==> src/logic/vsfp_regs.vh <==
// Purpose: constants for the soft-start and fault sequencer
// Assumes: 100 MHz controller clock
// Notes: step time kept in ns with its cycle count derived; latch-off given in cycles
`ifndef VSFP_REGS_VH
`define VSFP_REGS_VH
`define VSFP_CLK_MHZ 100
// 50 us of 10 ns cycles, sized to the 13-bit latch-off counter
`define VSFP_OC_CYCLES 13'h1388
`define VSFP_STEP_TIME_NS 100
`define VSFP_STEP_CYCLES (`VSFP_STEP_TIME_NS * `VSFP_CLK_MHZ / 1000)
`define VSFP_DRV_SETTLE 3'h3
`define VSFP_CODE_W 8
`define VSFP_CODE_ZERO 8'h00
`define VSFP_CODE_ONE 8'h01
`define VSFP_NPH 3
`define VSFP_NSYNC 6
`define VSFP_SY_EN 0
`define VSFP_SY_DRV 1
`define VSFP_SY_ILO 2
`define VSFP_SY_IHI 3
`define VSFP_SY_UV 4
`define VSFP_SY_OV 5
`define VSFP_ST_W 3
`define VSFP_ST_IDLE 3'h0
`define VSFP_ST_MID 3'h1
`define VSFP_ST_DRV 3'h2
`define VSFP_ST_RAMP 3'h3
`define VSFP_ST_RUN 3'h4
`define VSFP_ST_OVDN 3'h5
`define VSFP_ST_OVHOLD 3'h6
`define VSFP_ST_OCOFF 3'h7
`endif

==> src/logic/vsfp_sequencer.v <==
// Purpose: start-up, over-current, under- and over-voltage sequencing
// Assumes: comparator and pin levels arrive asynchronously, code inputs
//   and modulator pulses come from logic on clock_in
// Notes: driver enable is an open-drain style pin with readback
//
// How it works
// - phases mid, then driver enable, then ramp
// - driver pulls enable low: mid, restart
// - reference code steps from zero to target
// - phase leaves mid on its first pulse
// - current limit scales with active phases
// - lower current threshold starts latch-off timer
// - still over after 50 us: shut down
// - higher current threshold: shut down at once
// - over-current latch cleared only by enable low
// - output 300 mV under: regulator ready low
// - output 300 mV over: phases forced low
// - first overvoltage trip ramps reference to zero
// - reference zero: phases low, driver enable high
// - overvoltage latch cleared only by enable low
// - ignore overvoltage during soft-start or transition
// - second overvoltage detector active in every state but idle, over-current off and the two overvoltage states
`timescale 1ns/10ps
`include "vsfp_regs.vh"

module vsfp_sequencer
#(
  parameter [12:0] OC_LATCH_CYCLES = `VSFP_OC_CYCLES
)
(
  input wire clock_in,
  input wire srst_in,
  input wire clk_en_in,
  input wire enable_in,
  input wire driver_enable_in,
  input wire current_limit_input_low_trip_in,
  input wire current_limit_input_high_trip_in,
  input wire undervolt_trip_in,
  input wire overvolt_trip_in,
  input wire current_sense_reference_overvolt_in,
  input wire dynamic_voltage_id_transition_in,
  input wire [7:0] target_code_in,
  input wire [2:0] phase_pulse_in,
  input wire [1:0] phase_total_in,
  input wire [1:0] phase_shed_in,
  input wire shed_mode_in,
  output reg driver_enable_out,
  output reg driver_enable_oe_n_out,
  output reg [7:0] ref_code_out,
  output reg [2:0] phase_mid_out,
  output reg [2:0] phase_low_out,
  output reg regulator_ready_out,
  output reg [1:0] current_limit_phases_out,
  output reg softstart_active_out,
  output reg oc_fault_out,
  output reg ov_fault_out
);

  localparam [12:0] OC_ONE = 13'h0001;
  localparam integer STEP_CYC = `VSFP_STEP_CYCLES;
  localparam [3:0] STEP_LAST = STEP_CYC[3:0] - 4'h1;

  wire [`VSFP_NSYNC-1:0] raw_in;
  reg [`VSFP_NSYNC-1:0] sync1_q;
  reg [`VSFP_NSYNC-1:0] sync2_q;
  reg [`VSFP_ST_W-1:0] state_q;
  reg [`VSFP_ST_W-1:0] state_d;
  reg [12:0] oc_cnt_q;
  reg [3:0] step_cnt_q;
  reg [2:0] settle_q;
  reg [2:0] mid_q;
  reg [`VSFP_CODE_W-1:0] code_q;
  reg csov_s1_q;
  reg csov_s2_q;

  wire en_s = sync2_q[`VSFP_SY_EN];
  wire drv_s = sync2_q[`VSFP_SY_DRV];
  wire ilo_s = sync2_q[`VSFP_SY_ILO];
  wire ihi_s = sync2_q[`VSFP_SY_IHI];
  wire uv_s = sync2_q[`VSFP_SY_UV];
  wire ov_s = sync2_q[`VSFP_SY_OV];
  wire step_tick = (step_cnt_q == STEP_LAST);

  // states in which the power stage is live
  function live;
    input [`VSFP_ST_W-1:0] st;
    begin
      live = (st == `VSFP_ST_RAMP) || (st == `VSFP_ST_RUN);
    end
  endfunction

  assign raw_in = {overvolt_trip_in, undervolt_trip_in, current_limit_input_high_trip_in,
                   current_limit_input_low_trip_in, driver_enable_in, enable_in};

  // first stage feeds only the second
  genvar gi;
  generate
    for (gi = 0; gi < `VSFP_NSYNC; gi = gi + 1)
    begin : g_sync
      always @(posedge clock_in)
      begin
        if (srst_in)
        begin
          sync1_q[gi] <= 1'b0;
          sync2_q[gi] <= 1'b0;
        end
        else if (clk_en_in)
        begin
          sync1_q[gi] <= raw_in[gi];
          sync2_q[gi] <= sync1_q[gi];
        end
      end
    end
  endgenerate

  // second detector watches the pin in every state but idle, over-current off and the two overvoltage states
  always @(posedge clock_in)
  begin
    if (srst_in)
    begin
      csov_s1_q <= 1'b0;
      csov_s2_q <= 1'b0;
    end
    else if (clk_en_in)
    begin
      csov_s1_q <= current_sense_reference_overvolt_in;
      csov_s2_q <= csov_s1_q;
    end
  end

  wire oc_timeout = ilo_s && (oc_cnt_q >= OC_LATCH_CYCLES - OC_ONE);
  // reference-relative comparator masked while ramping or moving
  wire ov_ref = ov_s && (state_q == `VSFP_ST_RUN)
                && !dynamic_voltage_id_transition_in;

  always @*
  begin
    state_d = state_q;
    case (state_q)
      `VSFP_ST_IDLE:
        if (en_s)
          state_d = `VSFP_ST_MID;
      `VSFP_ST_MID:
        state_d = `VSFP_ST_DRV;
      `VSFP_ST_DRV:
        if (settle_q == `VSFP_DRV_SETTLE)
          state_d = `VSFP_ST_RAMP;
      `VSFP_ST_RAMP:
        if (code_q >= target_code_in)
          state_d = `VSFP_ST_RUN;
      `VSFP_ST_RUN:
        if (ov_ref)
          state_d = `VSFP_ST_OVDN;
      `VSFP_ST_OVDN:
        if (code_q == `VSFP_CODE_ZERO)
          state_d = `VSFP_ST_OVHOLD;
      `VSFP_ST_OVHOLD:
        state_d = `VSFP_ST_OVHOLD;
      `VSFP_ST_OCOFF:
        state_d = `VSFP_ST_OCOFF;
      default:
        state_d = `VSFP_ST_IDLE;
    endcase
    if (live(state_q))
    begin
      if (ihi_s || oc_timeout)
        state_d = `VSFP_ST_OCOFF;
      else if (!drv_s)
        state_d = `VSFP_ST_MID;
    end
    if (csov_s2_q && (state_q != `VSFP_ST_IDLE) && (state_q != `VSFP_ST_OCOFF)
        && (state_q != `VSFP_ST_OVHOLD) && (state_q != `VSFP_ST_OVDN))
      state_d = `VSFP_ST_OVDN;
    if (!en_s)
      state_d = `VSFP_ST_IDLE;
  end

  always @(posedge clock_in)
  begin
    if (srst_in)
      state_q <= `VSFP_ST_IDLE;
    else if (clk_en_in)
      state_q <= state_d;
  end

  // driver readback is only trusted after it has had time to settle
  always @(posedge clock_in)
  begin
    if (srst_in)
      settle_q <= 3'h0;
    else if (clk_en_in)
    begin
      if (state_q != `VSFP_ST_DRV)
        settle_q <= 3'h0;
      else if (drv_s && settle_q != `VSFP_DRV_SETTLE)
        settle_q <= settle_q + 3'h1;
    end
  end

  always @(posedge clock_in)
  begin
    if (srst_in)
      step_cnt_q <= 4'h0;
    else if (clk_en_in)
    begin
      if (step_tick)
        step_cnt_q <= 4'h0;
      else
        step_cnt_q <= step_cnt_q + 4'h1;
    end
  end

  // reference steps one code per tick toward its goal in ramp and overvoltage ramp-down; in run it takes the target at once
  always @(posedge clock_in)
  begin
    if (srst_in)
      code_q <= `VSFP_CODE_ZERO;
    else if (clk_en_in)
    begin
      case (state_q)
        `VSFP_ST_RAMP:
          if (step_tick && code_q < target_code_in)
            code_q <= code_q + `VSFP_CODE_ONE;
        `VSFP_ST_RUN:
          code_q <= target_code_in;
        `VSFP_ST_OVDN:
          if (step_tick && code_q != `VSFP_CODE_ZERO)
            code_q <= code_q - `VSFP_CODE_ONE;
        `VSFP_ST_OVHOLD:
          code_q <= `VSFP_CODE_ZERO;
        default:
          code_q <= `VSFP_CODE_ZERO;
      endcase
    end
  end

  // latch-off timer resets as soon as the lower trip clears
  always @(posedge clock_in)
  begin
    if (srst_in)
      oc_cnt_q <= 13'h0000;
    else if (clk_en_in)
    begin
      if (!live(state_q) || !ilo_s)
        oc_cnt_q <= 13'h0000;
      else if (!oc_timeout)
        oc_cnt_q <= oc_cnt_q + OC_ONE;
    end
  end

  // each phase holds mid until its own first pulse
  generate
    for (gi = 0; gi < `VSFP_NPH; gi = gi + 1)
    begin : g_phase
      always @(posedge clock_in)
      begin
        if (srst_in)
          mid_q[gi] <= 1'b1;
        else if (clk_en_in)
        begin
          if (!live(state_q))
            mid_q[gi] <= 1'b1;
          else if (phase_pulse_in[gi])
            mid_q[gi] <= 1'b0;
        end
      end
    end
  endgenerate

  always @(posedge clock_in)
  begin
    if (srst_in)
    begin
      driver_enable_out <= 1'b0;
      driver_enable_oe_n_out <= 1'b0;
      ref_code_out <= `VSFP_CODE_ZERO;
      phase_mid_out <= {`VSFP_NPH{1'b1}};
      phase_low_out <= {`VSFP_NPH{1'b0}};
      regulator_ready_out <= 1'b0;
      current_limit_phases_out <= 2'h0;
      softstart_active_out <= 1'b0;
      oc_fault_out <= 1'b0;
      ov_fault_out <= 1'b0;
    end
    else if (clk_en_in)
    begin
      // drive high once mid is set; the driver may still pull it low
      driver_enable_out <= (state_d != `VSFP_ST_IDLE) && (state_d != `VSFP_ST_MID)
                           && (state_d != `VSFP_ST_OCOFF);
      driver_enable_oe_n_out <= 1'b0;
      // restart must not show the old target while the driver comes up
      ref_code_out <= (live(state_d) || state_d == `VSFP_ST_OVDN || state_d == `VSFP_ST_OVHOLD)
                      ? code_q : `VSFP_CODE_ZERO;
      if (state_d == `VSFP_ST_OVDN || state_d == `VSFP_ST_OVHOLD)
      begin
        phase_mid_out <= {`VSFP_NPH{1'b0}};
        phase_low_out <= {`VSFP_NPH{1'b1}};
      end
      else if (ov_ref)
      begin
        phase_mid_out <= mid_q;
        phase_low_out <= ~mid_q;
      end
      else if (live(state_d))
      begin
        phase_mid_out <= mid_q & ~phase_pulse_in;
        phase_low_out <= {`VSFP_NPH{1'b0}};
      end
      else
      begin
        phase_mid_out <= {`VSFP_NPH{1'b1}};
        phase_low_out <= {`VSFP_NPH{1'b0}};
      end
      regulator_ready_out <= (state_d == `VSFP_ST_RUN) && !uv_s;
      current_limit_phases_out <= shed_mode_in ? phase_shed_in
                                               : phase_total_in;
      softstart_active_out <= (state_d == `VSFP_ST_RAMP);
      oc_fault_out <= (state_d == `VSFP_ST_OCOFF);
      ov_fault_out <= (state_d == `VSFP_ST_OVDN) || (state_d == `VSFP_ST_OVHOLD);
    end
  end

endmodule

==> config.mk <==
export PLATFORM = sky130hd
export DESIGN_NAME = vsfp_sequencer
export DESIGN_NICKNAME = d
export VERILOG_FILES = /design/src/logic/vsfp_sequencer.v
export VERILOG_INCLUDE_DIRS = /design/src /design/src/logic
export SDC_FILE = /design/constraint.sdc
export NUM_CORES = 1
export LEC_CHECK = 0
export ABC_AREA = 0
export BUFFER_PORTS_ARGS = -buffer_cell sky130_fd_sc_hd__buf_2
export CORE_ASPECT_RATIO = 2
export CORE_MARGIN = 5
export CORE_UTILIZATION = 48
export DETAILED_ROUTE_END_ITERATION = 10
export GPL_ROUTABILITY_DRIVEN = 0
export PLACE_DENSITY = 0.68
export SYNTH_ARGS = -nofsm -noshare
export SYNTH_HDL_FRONTEND = slang
export SYNTH_SLANG_ARGS = --single-unit
==> constraint.sdc <==
create_clock -name clock_in -period 8.6 [get_ports clock_in]
set_clock_uncertainty 0.15 [all_clocks]
set_input_delay 1.72 -clock clock_in [delete_from_list [all_inputs] [get_ports clock_in]]
set_output_delay 1.72 -clock clock_in [all_outputs]
set_load 0.05 [all_outputs]
### Word level (Yosys, flattened, before mapping)

Index checks and enable logic that the tools add are counted.

* register bits after elaboration: 69
* input bits: 27

* add/subtract/negate cells: 5
* magnitude comparators: 3
* eq/ne operators: 27
* multiplexer cells: 31
* bitwise operators: 3
* reduce and logical (&&, ||, !) cells: 36

Operators by type and width (number)
* two-way mux 3 bit: 16
* two-way mux 13 bit: 2
* == test 3 bit, second input constant: 8
* two-way mux 8 bit: 3
* one-hot mux 3 bit (8 select lines): 1
* one-hot mux 8 bit (3 select lines): 1
* adder 13 x 1 -> 13 bit, second input constant: 1
* >= comparator 13 bit, second input constant: 1
* logical AND 1 bit: 13
* == test 3 x 2 -> 1 bit, second input constant: 4
* inequality test 3 bit, second input constant: 4
* inequality test 2 bit, second input constant: 5
* AND reduction 2 bit: 5
* adder 8 x 1 -> 8 bit, second input constant: 1
* >= comparator 8 bit: 1
* zero test 8 bit: 1
* < comparator 8 bit: 1
* nonzero test 8 bit: 1
* subtractor 8 x 1 -> 8 bit, second input constant: 1
* logical OR 1 bit: 7
* two-way mux 1 bit: 6
* inequality test 3 x 2 -> 1 bit, second input constant: 2
* inverter 3 bit: 2
* nonzero test 3 bit: 2
* other kinds (13): 16

### Depth between registers and ports, before layout

Gate-level depths: netlist of the first run.

* depth after elaboration: 15
* mapped depth: 11
* gate-level depth less buffers: 10

### Worst setup path before layout of the first run

Ideal clock, no wire load.

* path kind: input to register
* from: input port target_code_in[1]
* to: register phase_mid_out[0]
* library setup time: 0.072 ns
* arrival time: 3.663 ns
* path slack: 4.715 ns
* stages: 10
* buffers on the path: 0
* cells stage by stage: inv_1 ha_1 nor2b_1 o211ai_1 a31oi_1 o31a_1 a21oi_1 nor3_1 nor3_4 a2bb2oi_1

* longest elaborated chain between the ends: 13

Ends and longest elaborated chain
* from (decl): line vsfp_sequencer.v:42 `input wire [7:0] target_code_in,`
* >= comparator 8 bit *: line vsfp_sequencer.v:149 `if (code_q >= target_code_in)`
* two-way mux 3 bit *: line vsfp_sequencer.v:149
* one-hot mux 3 bit (8 select lines) *: line vsfp_sequencer.v:139 `case (state_q)`
* two-way mux 3 bit: line vsfp_sequencer.v:168 `else if (!drv_s)`
* two-way mux 3 bit: line vsfp_sequencer.v:166 `if (ihi_s || oc_timeout)`
* two-way mux 3 bit *: line vsfp_sequencer.v:164 `if (live(state_q))`
* two-way mux 3 bit *: line vsfp_sequencer.v:171 `` if (csov_s2_q && (state_q != `VSFP_ST_IDLE) && (state_q != `VSFP_ST_OCOFF) ``
* two-way mux 3 bit *: line vsfp_sequencer.v:174 `if (!en_s)`
* == test 3 x 2 -> 1 bit (no line) or == test 3 bit (tied branches)
* logical OR 1 bit: line vsfp_sequencer.v:88 `` live = (st == `VSFP_ST_RAMP) || (st == `VSFP_ST_RUN); ``
* two-way mux 3 bit: line vsfp_sequencer.v:304 `else if (live(state_d))`
* two-way mux 3 bit: line vsfp_sequencer.v:299 `else if (ov_ref)`
* two-way mux 3 bit *: line vsfp_sequencer.v:294 `` if (state_d == `VSFP_ST_OVDN || state_d == `VSFP_ST_OVHOLD) ``
* to (signal assigned): line vsfp_sequencer.v:296 `` phase_mid_out <= {`VSFP_NPH{1'b0}}; ``
* to (signal assigned): line vsfp_sequencer.v:301 `phase_mid_out <= mid_q;`
* to (signal assigned): line vsfp_sequencer.v:306 `phase_mid_out <= mid_q & ~phase_pulse_in;`
* to (decl): line vsfp_sequencer.v:50 `output reg [2:0] phase_mid_out,`

Every way passes the cells marked *; elsewhere a longest branch is shown, timed or not.
A chain may end at the register's enable or synchronous reset.

### Final worst setup path of the first run

* from: input port target_code_in[7]
* to: register ref_code_out[5]

* longest elaborated chain between the ends: 13

Ends and longest elaborated chain
* >= comparator 8 bit *: line vsfp_sequencer.v:149
* two-way mux 3 bit *: line vsfp_sequencer.v:149
* one-hot mux 3 bit (8 select lines) *: line vsfp_sequencer.v:139
* two-way mux 3 bit: line vsfp_sequencer.v:168
* two-way mux 3 bit: line vsfp_sequencer.v:166
* two-way mux 3 bit *: line vsfp_sequencer.v:164
* two-way mux 3 bit *: line vsfp_sequencer.v:171
* two-way mux 3 bit *: line vsfp_sequencer.v:174
* == test 3 x 2 -> 1 bit (no line) or == test 3 bit (tied branches)
* logical OR 1 bit: line vsfp_sequencer.v:88
* logical OR 1 bit (no line)
* logical OR 1 bit (no line) *
* two-way mux 8 bit (no line) *
* to (signal assigned): line vsfp_sequencer.v:276 `` ref_code_out <= `VSFP_CODE_ZERO; ``
* to (signal assigned): line vsfp_sequencer.v:292 `` ref_code_out <= (live(state_d) || state_d == `VSFP_ST_OVDN || state_d == `VSFP_ST_OVHOLD) ``
* to (decl): line vsfp_sequencer.v:49 `output reg [7:0] ref_code_out,`

Marked as above.

==> impl_metrics.yaml, run 1 <==
outcome:
  outcome: "completed"
clocking:
  clk_path_buf_depth: 2
  clock_insertion_delay_worst_skew_ps: 330
  ctsHoldBuffers: 0
  cts_tree: "yes"
  htree_levels: 3
  cts_sinks: 69
  numCtsBuffers: 9
  cts_root_buffer: "clkbuf_16"
  post_cts_buffers: 0
  ctsResizeCount: 0
  clk_pin_slew_ps: 50
timing:
  final_hold_viol_count: 0
  rsz0062_at_grt: "no"
  setup_violations: 0
  finalCritPeriodShare_pct: 46.6
  final-max-slew-violation-count: 0
  slew_headroom_pct: 31.1
  tightest_slew_ps: 1030
  tns_ps: 0
  hold_ws_ps: 311
  period_needed_ps: 4000
  clock.fmax_ghz: 0.250
  fin_ws_ps: 4600
power:
  leakagePower_nw: 1.76
  seqPwrFrac_pct: 45.4
  internal-power_mw: 0.564
  p_per_area_mw_per_mm2: 180
  ir_worst_vdd_v: 0.000114
  p_comb_share_pct: 9.1
  power_switching_mw: 0.183
  power_frac_clock_pct: 45.4
  swShare_pct: 24.5
synth:
  synth_top_area_share_pct: 38.7
  yosysTopAreaCell: "dfxtp_1"
  ys_async_sr_fraction_pct: 0
  synth_flop_cell: "dfxtp_1"
  synth_nets: 465
  yosysWarnings: 0
  yosys-top-cells-area: "dfxtp_1, nor2_1, ha_1"
  synth_cells: 420
  synth.avg_cell_area_um2: 8.50
  ys_seq_area_share_pct: 38.7
  synth_edf_count: 0
  synth.ff_latch_count: 69
  synth_area_mm2: 0.00357
  yosys.cell_types.count: 55
floorplanning:
  dieArea_mm2: 0.00937
  die_w_um: 71.0
  rows: 44
  start_util_pct: 49.1
  core_area_mm2: 0.00727
  pin_count: 49
  fp.dieH_um: 132
final_layout:
  antenna_cells: 0
  area_growth_pct: 16.2
  nFillCells: 716
  drive_above_1_share_pct: 16.4
  final_nets: 509
  final_cells: 561
  final_area_mm2: 0.00415
critical_path:
  timing.reg2reg.setup_slack_ps: 5180
  worstPathRequired_ps: 8720
  critPathCaptureType: "register"
  cp-start-kind: "input pin"
  critPathArrivalTime_ps: 4130
  critPathMaxFanout: 8
  crit_type: "in -> reg"
routing:
  drt_iter0_drc: 190
  drcViolationCount: 0
  first_pass_iters: 4
  final_antenna_net_count: 0
  wl_mm: 8.23
  avgViaCountPerCell: 5.57
  wl_per_cell_um: 14.7
  num_vias: 3125
grt:
  grt_max_degree: 53
  antenna_found_initial: 0
  track_usage_pct: 18.5
  grt_pass1_wl_mm: 14.1
  grt_pass1_vias: 3076
  grt_overflow_total: 0
worst_hold_path:
  hold_path.class: "reg -> reg"
placed_design:
  place_inst: 545
  pre_cts_slack_ps: 4250
  port_buffers: 47
  placed_area_mm2: 0.00387
  dp_hpwl_mm: 6.15
job:
  maxCapViolations: 0
[synth_stat cells (2+ instances only)]
cell type  count
a211oi_1      13
a21o_1         7
a21oi_1       40
a22o_1         8
a2bb2oi_1      3
a31oi_1        2
and2_1         2
and3_1         4
buf_1          5
clkbuf_1       9
dfxtp_1       69
ha_1          17
inv_1         14
mux2i_1       19
nand2_1       31
nand2b_1       4
nand3_1       10
nand3b_1       2
nand4_1        5
nor2_1        64
nor2b_1        6
nor3_1        16
nor4_1         4
o211ai_1       2
o21ai_0       12
o21bai_1       2
o31a_1         3
or2_2          5
or3_1          3
xnor2_1        5
xor2_1        10
[layout by cell type, fill, tap and decap left out, types with 2 or more instances in the layout]
master	netlist	routed
clkbuf_16	0	9
o21ai_0	12	12
o31a_1	3	3
nor4_1	4	4
dfxtp_1	69	69
nand2_1	31	31
or3_1	3	3
a22o_1	8	8
clkinv_2	0	3
inv_1	14	14
nand4_1	5	5
ha_1	17	17
nand2b_1	4	4
a21o_1	7	7
nand3_1	10	10
a211oi_1	13	13
clkbuf_8	0	2
and2_1	2	2
o211ai_1	2	2
xnor2_1	5	5
or2_2	5	5
o21bai_1	2	2
buf_4	1	2
a31oi_1	2	2
a2bb2oi_1	3	3
mux2i_1	19	19
and3_1	4	4
nand3b_1	2	2
buf_2	1	47
nor3_1	16	16
a21oi_1	40	40
nor2b_1	6	6
nor2_1	64	64
xor2_1	10	10
[power groups by stage]
stage	Clock [mW]	Combinational [mW]	Sequential, mW
final	0.339	0.0682	0.339
after floorplan	0	0.0437	0.350
after global placement	0	0.0666	0.346
after detailed placement	0	0.0683	0.346
after global routing	0.359	0.0760	0.340
after CTS	0.345	0.0688	0.339
[worst paths after layout]
| check | from | endpoint | cells after the start |
|---|---|---|---|
| max | target_code_in[7] | ref_code_out[5]$_SDFFE_PP0P_ | 10 |
| min | softstart_active_out$_SDFFE_PP0P_ | softstart_active_out$_SDFFE_PP0P_ | 2 |
| max reg2reg | state_q[2]$_SDFFE_PP0P_ | code_q[7]$_SDFFE_PP0P_ | 10 |
| min reg2reg | softstart_active_out$_SDFFE_PP0P_ | softstart_active_out$_SDFFE_PP0P_ | 2 |
[state kept, by name (all words and copies together) (netlist names), 2 cells and up]
register                  count
oc_cnt_q                     13
state_q                       3
current_limit_phases_out      2
code_q                        8
mid_q                         3
step_cnt_q                    4
settle_q                      3
phase_mid_out                 3
sync1_q                       6
phase_low_out                 3
ref_code_out                  8
[metrics by stage]
step	power [mW]	util, %
after floorplan	0.394	-
after global placement	0.412	53.3
after detailed placement	0.414	53.3
after CTS	0.753	57.1
after global routing	0.775	57.1
final	0.747	57.1
[cells by family after synthesis]
family | Yosys count | share of synthesized area (%)
xor+xnor | 15 | 3.68
flops | 69 | 38.7
buf+inv | 30 | 3.29
compound gates | 105 | 20.5
mux | 19 | 5.33
other cells | 1 | 0.105
fa+ha+maj | 18 | 6.52
simple gates | 163 | 21.9
[worst max-delay path, stage by stage]
cell and delay (ps):
buf_2 90, inv_1 40, ha_1 290, nand2_1 50, o21ai_0 540, nor3_1 170
o311a_4 410, a21o_1 190, a211oi_4 420, a22o_1 190
[layout make-up]
class | instances | area [µm²] | share of cell area, %
clock inverters | 4 | 22.5 | 0.543
well taps | 92 | 115 | 2.77
flip-flops and latches | 69 | 1380 | 33.3
inverters | 14 | 52.6 | 1.27
clock buffers | 12 | 256 | 6.18
multi-input cells | 321 | 2070 | 49.9
repair buffers | 49 | 250 | 6.03
[per-layer routing]
metal  vias up  GRT usage [%]  share of wire (%)
met4         0           9.10                3.1
li1       1587              -                  -
met2        70           33.7                 54
met3        18           3.44                3.7
met1      1450           19.6                 40
met5         -              0                  0
No activity file was read; power rests on OpenSTA's default activity.
==> run 2, diff against run 1 <==
PLACE_DENSITY = 0.71   (was 0.68)
clock period = 3.5 ns   (was 8.6 ns; I/O delays follow)
==> run 2 against run 1 <==
Clock power grew 140%. Largest cell class unchanged. Clock-buffer cell count is the same. Sequential power grew 150%. Sequential cell count is the same. Largest power group unchanged. First-iteration DRC count shrank 38%.
==> impl_metrics.yaml, run 2 (synthesis gave the netlist of run 1 again) <==
outcome:
  outcome: "completed"
power:
  leakagePower_nw: 1.79
  p_comb_share_pct: 9.5
  power_frac_clock_pct: 44.9
  ir_worst_vdd_v: 0.000439
  p_per_area_mw_per_mm2: 436
  swShare_pct: 24.9
  internal-power_mw: 1.37
  seqPwrFrac_pct: 45.6
  total_power_mw: 1.82
  power_switching_mw: 0.454
final_layout:
  largest_reg_flops: 13
  final_nets: 515
  antenna_cells: 0
  final_cells: 567
  post-route-util_pct: 57.6
  final_area_mm2: 0.00419
  drive_above_1_share_pct: 17.3
  nFillCells: 726
  area_growth_pct: 17.2
  top_regs: "oc_cnt_q: 13 flops, code_q: 8 flops, ref_code_out: 8 flops"
  final_common_cell: "dfxtp_1"
  final_cell_mix: "dfxtp_1, nor2_1, buf_2"
  top_register: "oc_cnt_q"
clocking:
  ctsResizeCount: 0
  numCtsBuffers: 9
  clk_pin_slew_ps: 50
  htree_levels: 3
  cts_root_buffer: "clkbuf_16"
  clock_insertion_delay_worst_skew_ps: 340
  clk_path_buf_depth: 2
  cts_sinks: 69
  ctsHoldBuffers: 0
  post_cts_buffers: 0
  cts_tree: "yes"
placed_design:
  pre_cts_slack_ps: 188
  port_buffers: 47
  dp_hpwl_mm: 6.56
  placed_area_mm2: 0.00392
  place_inst: 551
critical_path:
  critPathMaxFanout: 8
  critPathArrivalTime_ps: 3130
  crit_type: "in -> reg"
  worstPathRequired_ps: 3620
  cp-start-kind: "input pin"
  reg2reg_depth: 9
  critPathCaptureType: "register"
timing:
  slew_headroom_pct: 57.8
  tns_ps: 0
  final-max-slew-violation-count: 0
  setup_violations: 0
  clock.fmax_ghz: 0.332
  finalCritPeriodShare_pct: 86.0
  final_hold_viol_count: 0
  rsz0062_at_grt: "no"
  tightest_slew_ps: 627
  fin_ws_ps: 489
  hold_ws_ps: 308
  period_needed_ps: 3010
grt:
  antenna_found_initial: 0
  grt_max_degree: 30
  grt_util_met1_pct: 19.5
  grt_busiest_layer: "met2"
  grt_pass1_vias: 3186
  grt_overflow_total: 0
  grt_util_met3_pct: 5.50
  track_usage_pct: 19.6
  met2_usage_pct: 35.3
  grt_pass1_wl_mm: 14.7
worst_hold_path:
  hold_depth: 2
  hold_path.class: "reg -> reg"
floorplanning:
  die_w_um: 71.0
  rows: 44
  start_util_pct: 49.1
  pin_count: 49
  fp.dieH_um: 132
  dieArea_mm2: 0.00937
  core_area_mm2: 0.00727
job:
  maxCapViolations: 0
routing:
  first_pass_iters: 4
  num_vias: 3243
  wl_mm: 8.65
  avgViaCountPerCell: 5.72
  drt_iter0_drc: 118
  final_antenna_net_count: 0
  drcViolationCount: 0
  wl_per_cell_um: 15.3
-- run 2: cell types whose count changed in the layout (fill, tap and decap cells not counted) --
cell | previous run | this run
clkbuf_8 | 2 | 1
buf_4 | 2 | 8
clkbuf_1 | 1 | 2
clkinvlp_4 | 1 | 0
clkinv_4 | 0 | 1
-- run 2: path summary, 6_finish.rpt --
| path | startpoint | end | slack [ps] |
|---|---|---|---|
| worst min-delay path | mid_q[2]$_SDFFE_PP1P_ | mid_q[2]$_SDFFE_PP1P_ | 310 |
| worst max-delay path | target_code_in[1] | ref_code_out[4]$_SDFFE_PP0P_ | 490 |
| worst max register to register | code_q[1]$_SDFFE_PP0P_ | ref_code_out[4]$_SDFFE_PP0P_ | 530 |
| worst min register to register | mid_q[2]$_SDFFE_PP1P_ | mid_q[2]$_SDFFE_PP1P_ | 310 |
-- run 2: critical path: stages --
cell and delay, ps:
buf_2 90, inv_1 40, ha_1 290, nor2b_1 130, o211ai_1 200, a31oi_1 200
o31a_1 350, nor4_1 310, nand2_1 180, a211oi_4 430, a22o_1 200
-- run 2: power by group through the flow --
| stage | logic, mW | registers (mW) | clock network (mW) |
|---|---|---|---|
| after global placement | 0.169 | 0.847 | 0 |
| after detailed placement | 0.174 | 0.848 | 0 |
| after global routing | 0.194 | 0.834 | 0.874 |
| after floorplan | 0.107 | 0.861 | 0 |
| final | 0.173 | 0.831 | 0.819 |
| after CTS | 0.175 | 0.831 | 0.841 |
-- run 2: area by class of cell --
class                   instances  area (µm²)  share of cell area, %
clock buffers                  12         246                   5.89
clock inverters                 4        23.8                  0.568
inverters                      14        52.6                   1.26
multi-input cells             321        2070                   49.5
flip-flops and latches         69        1380                   33.0
well taps                      92         115                   2.75
repair buffers                 55         295                   7.05
-- run 2: routing by layer --
metal | vias up | routed length, µm
li1 | 1596 | -
met1 | 1530 | 3170
met2 | 83 | 4730
met3 | 34 | 359
met4 | 0 | 400
met5 | - | 0
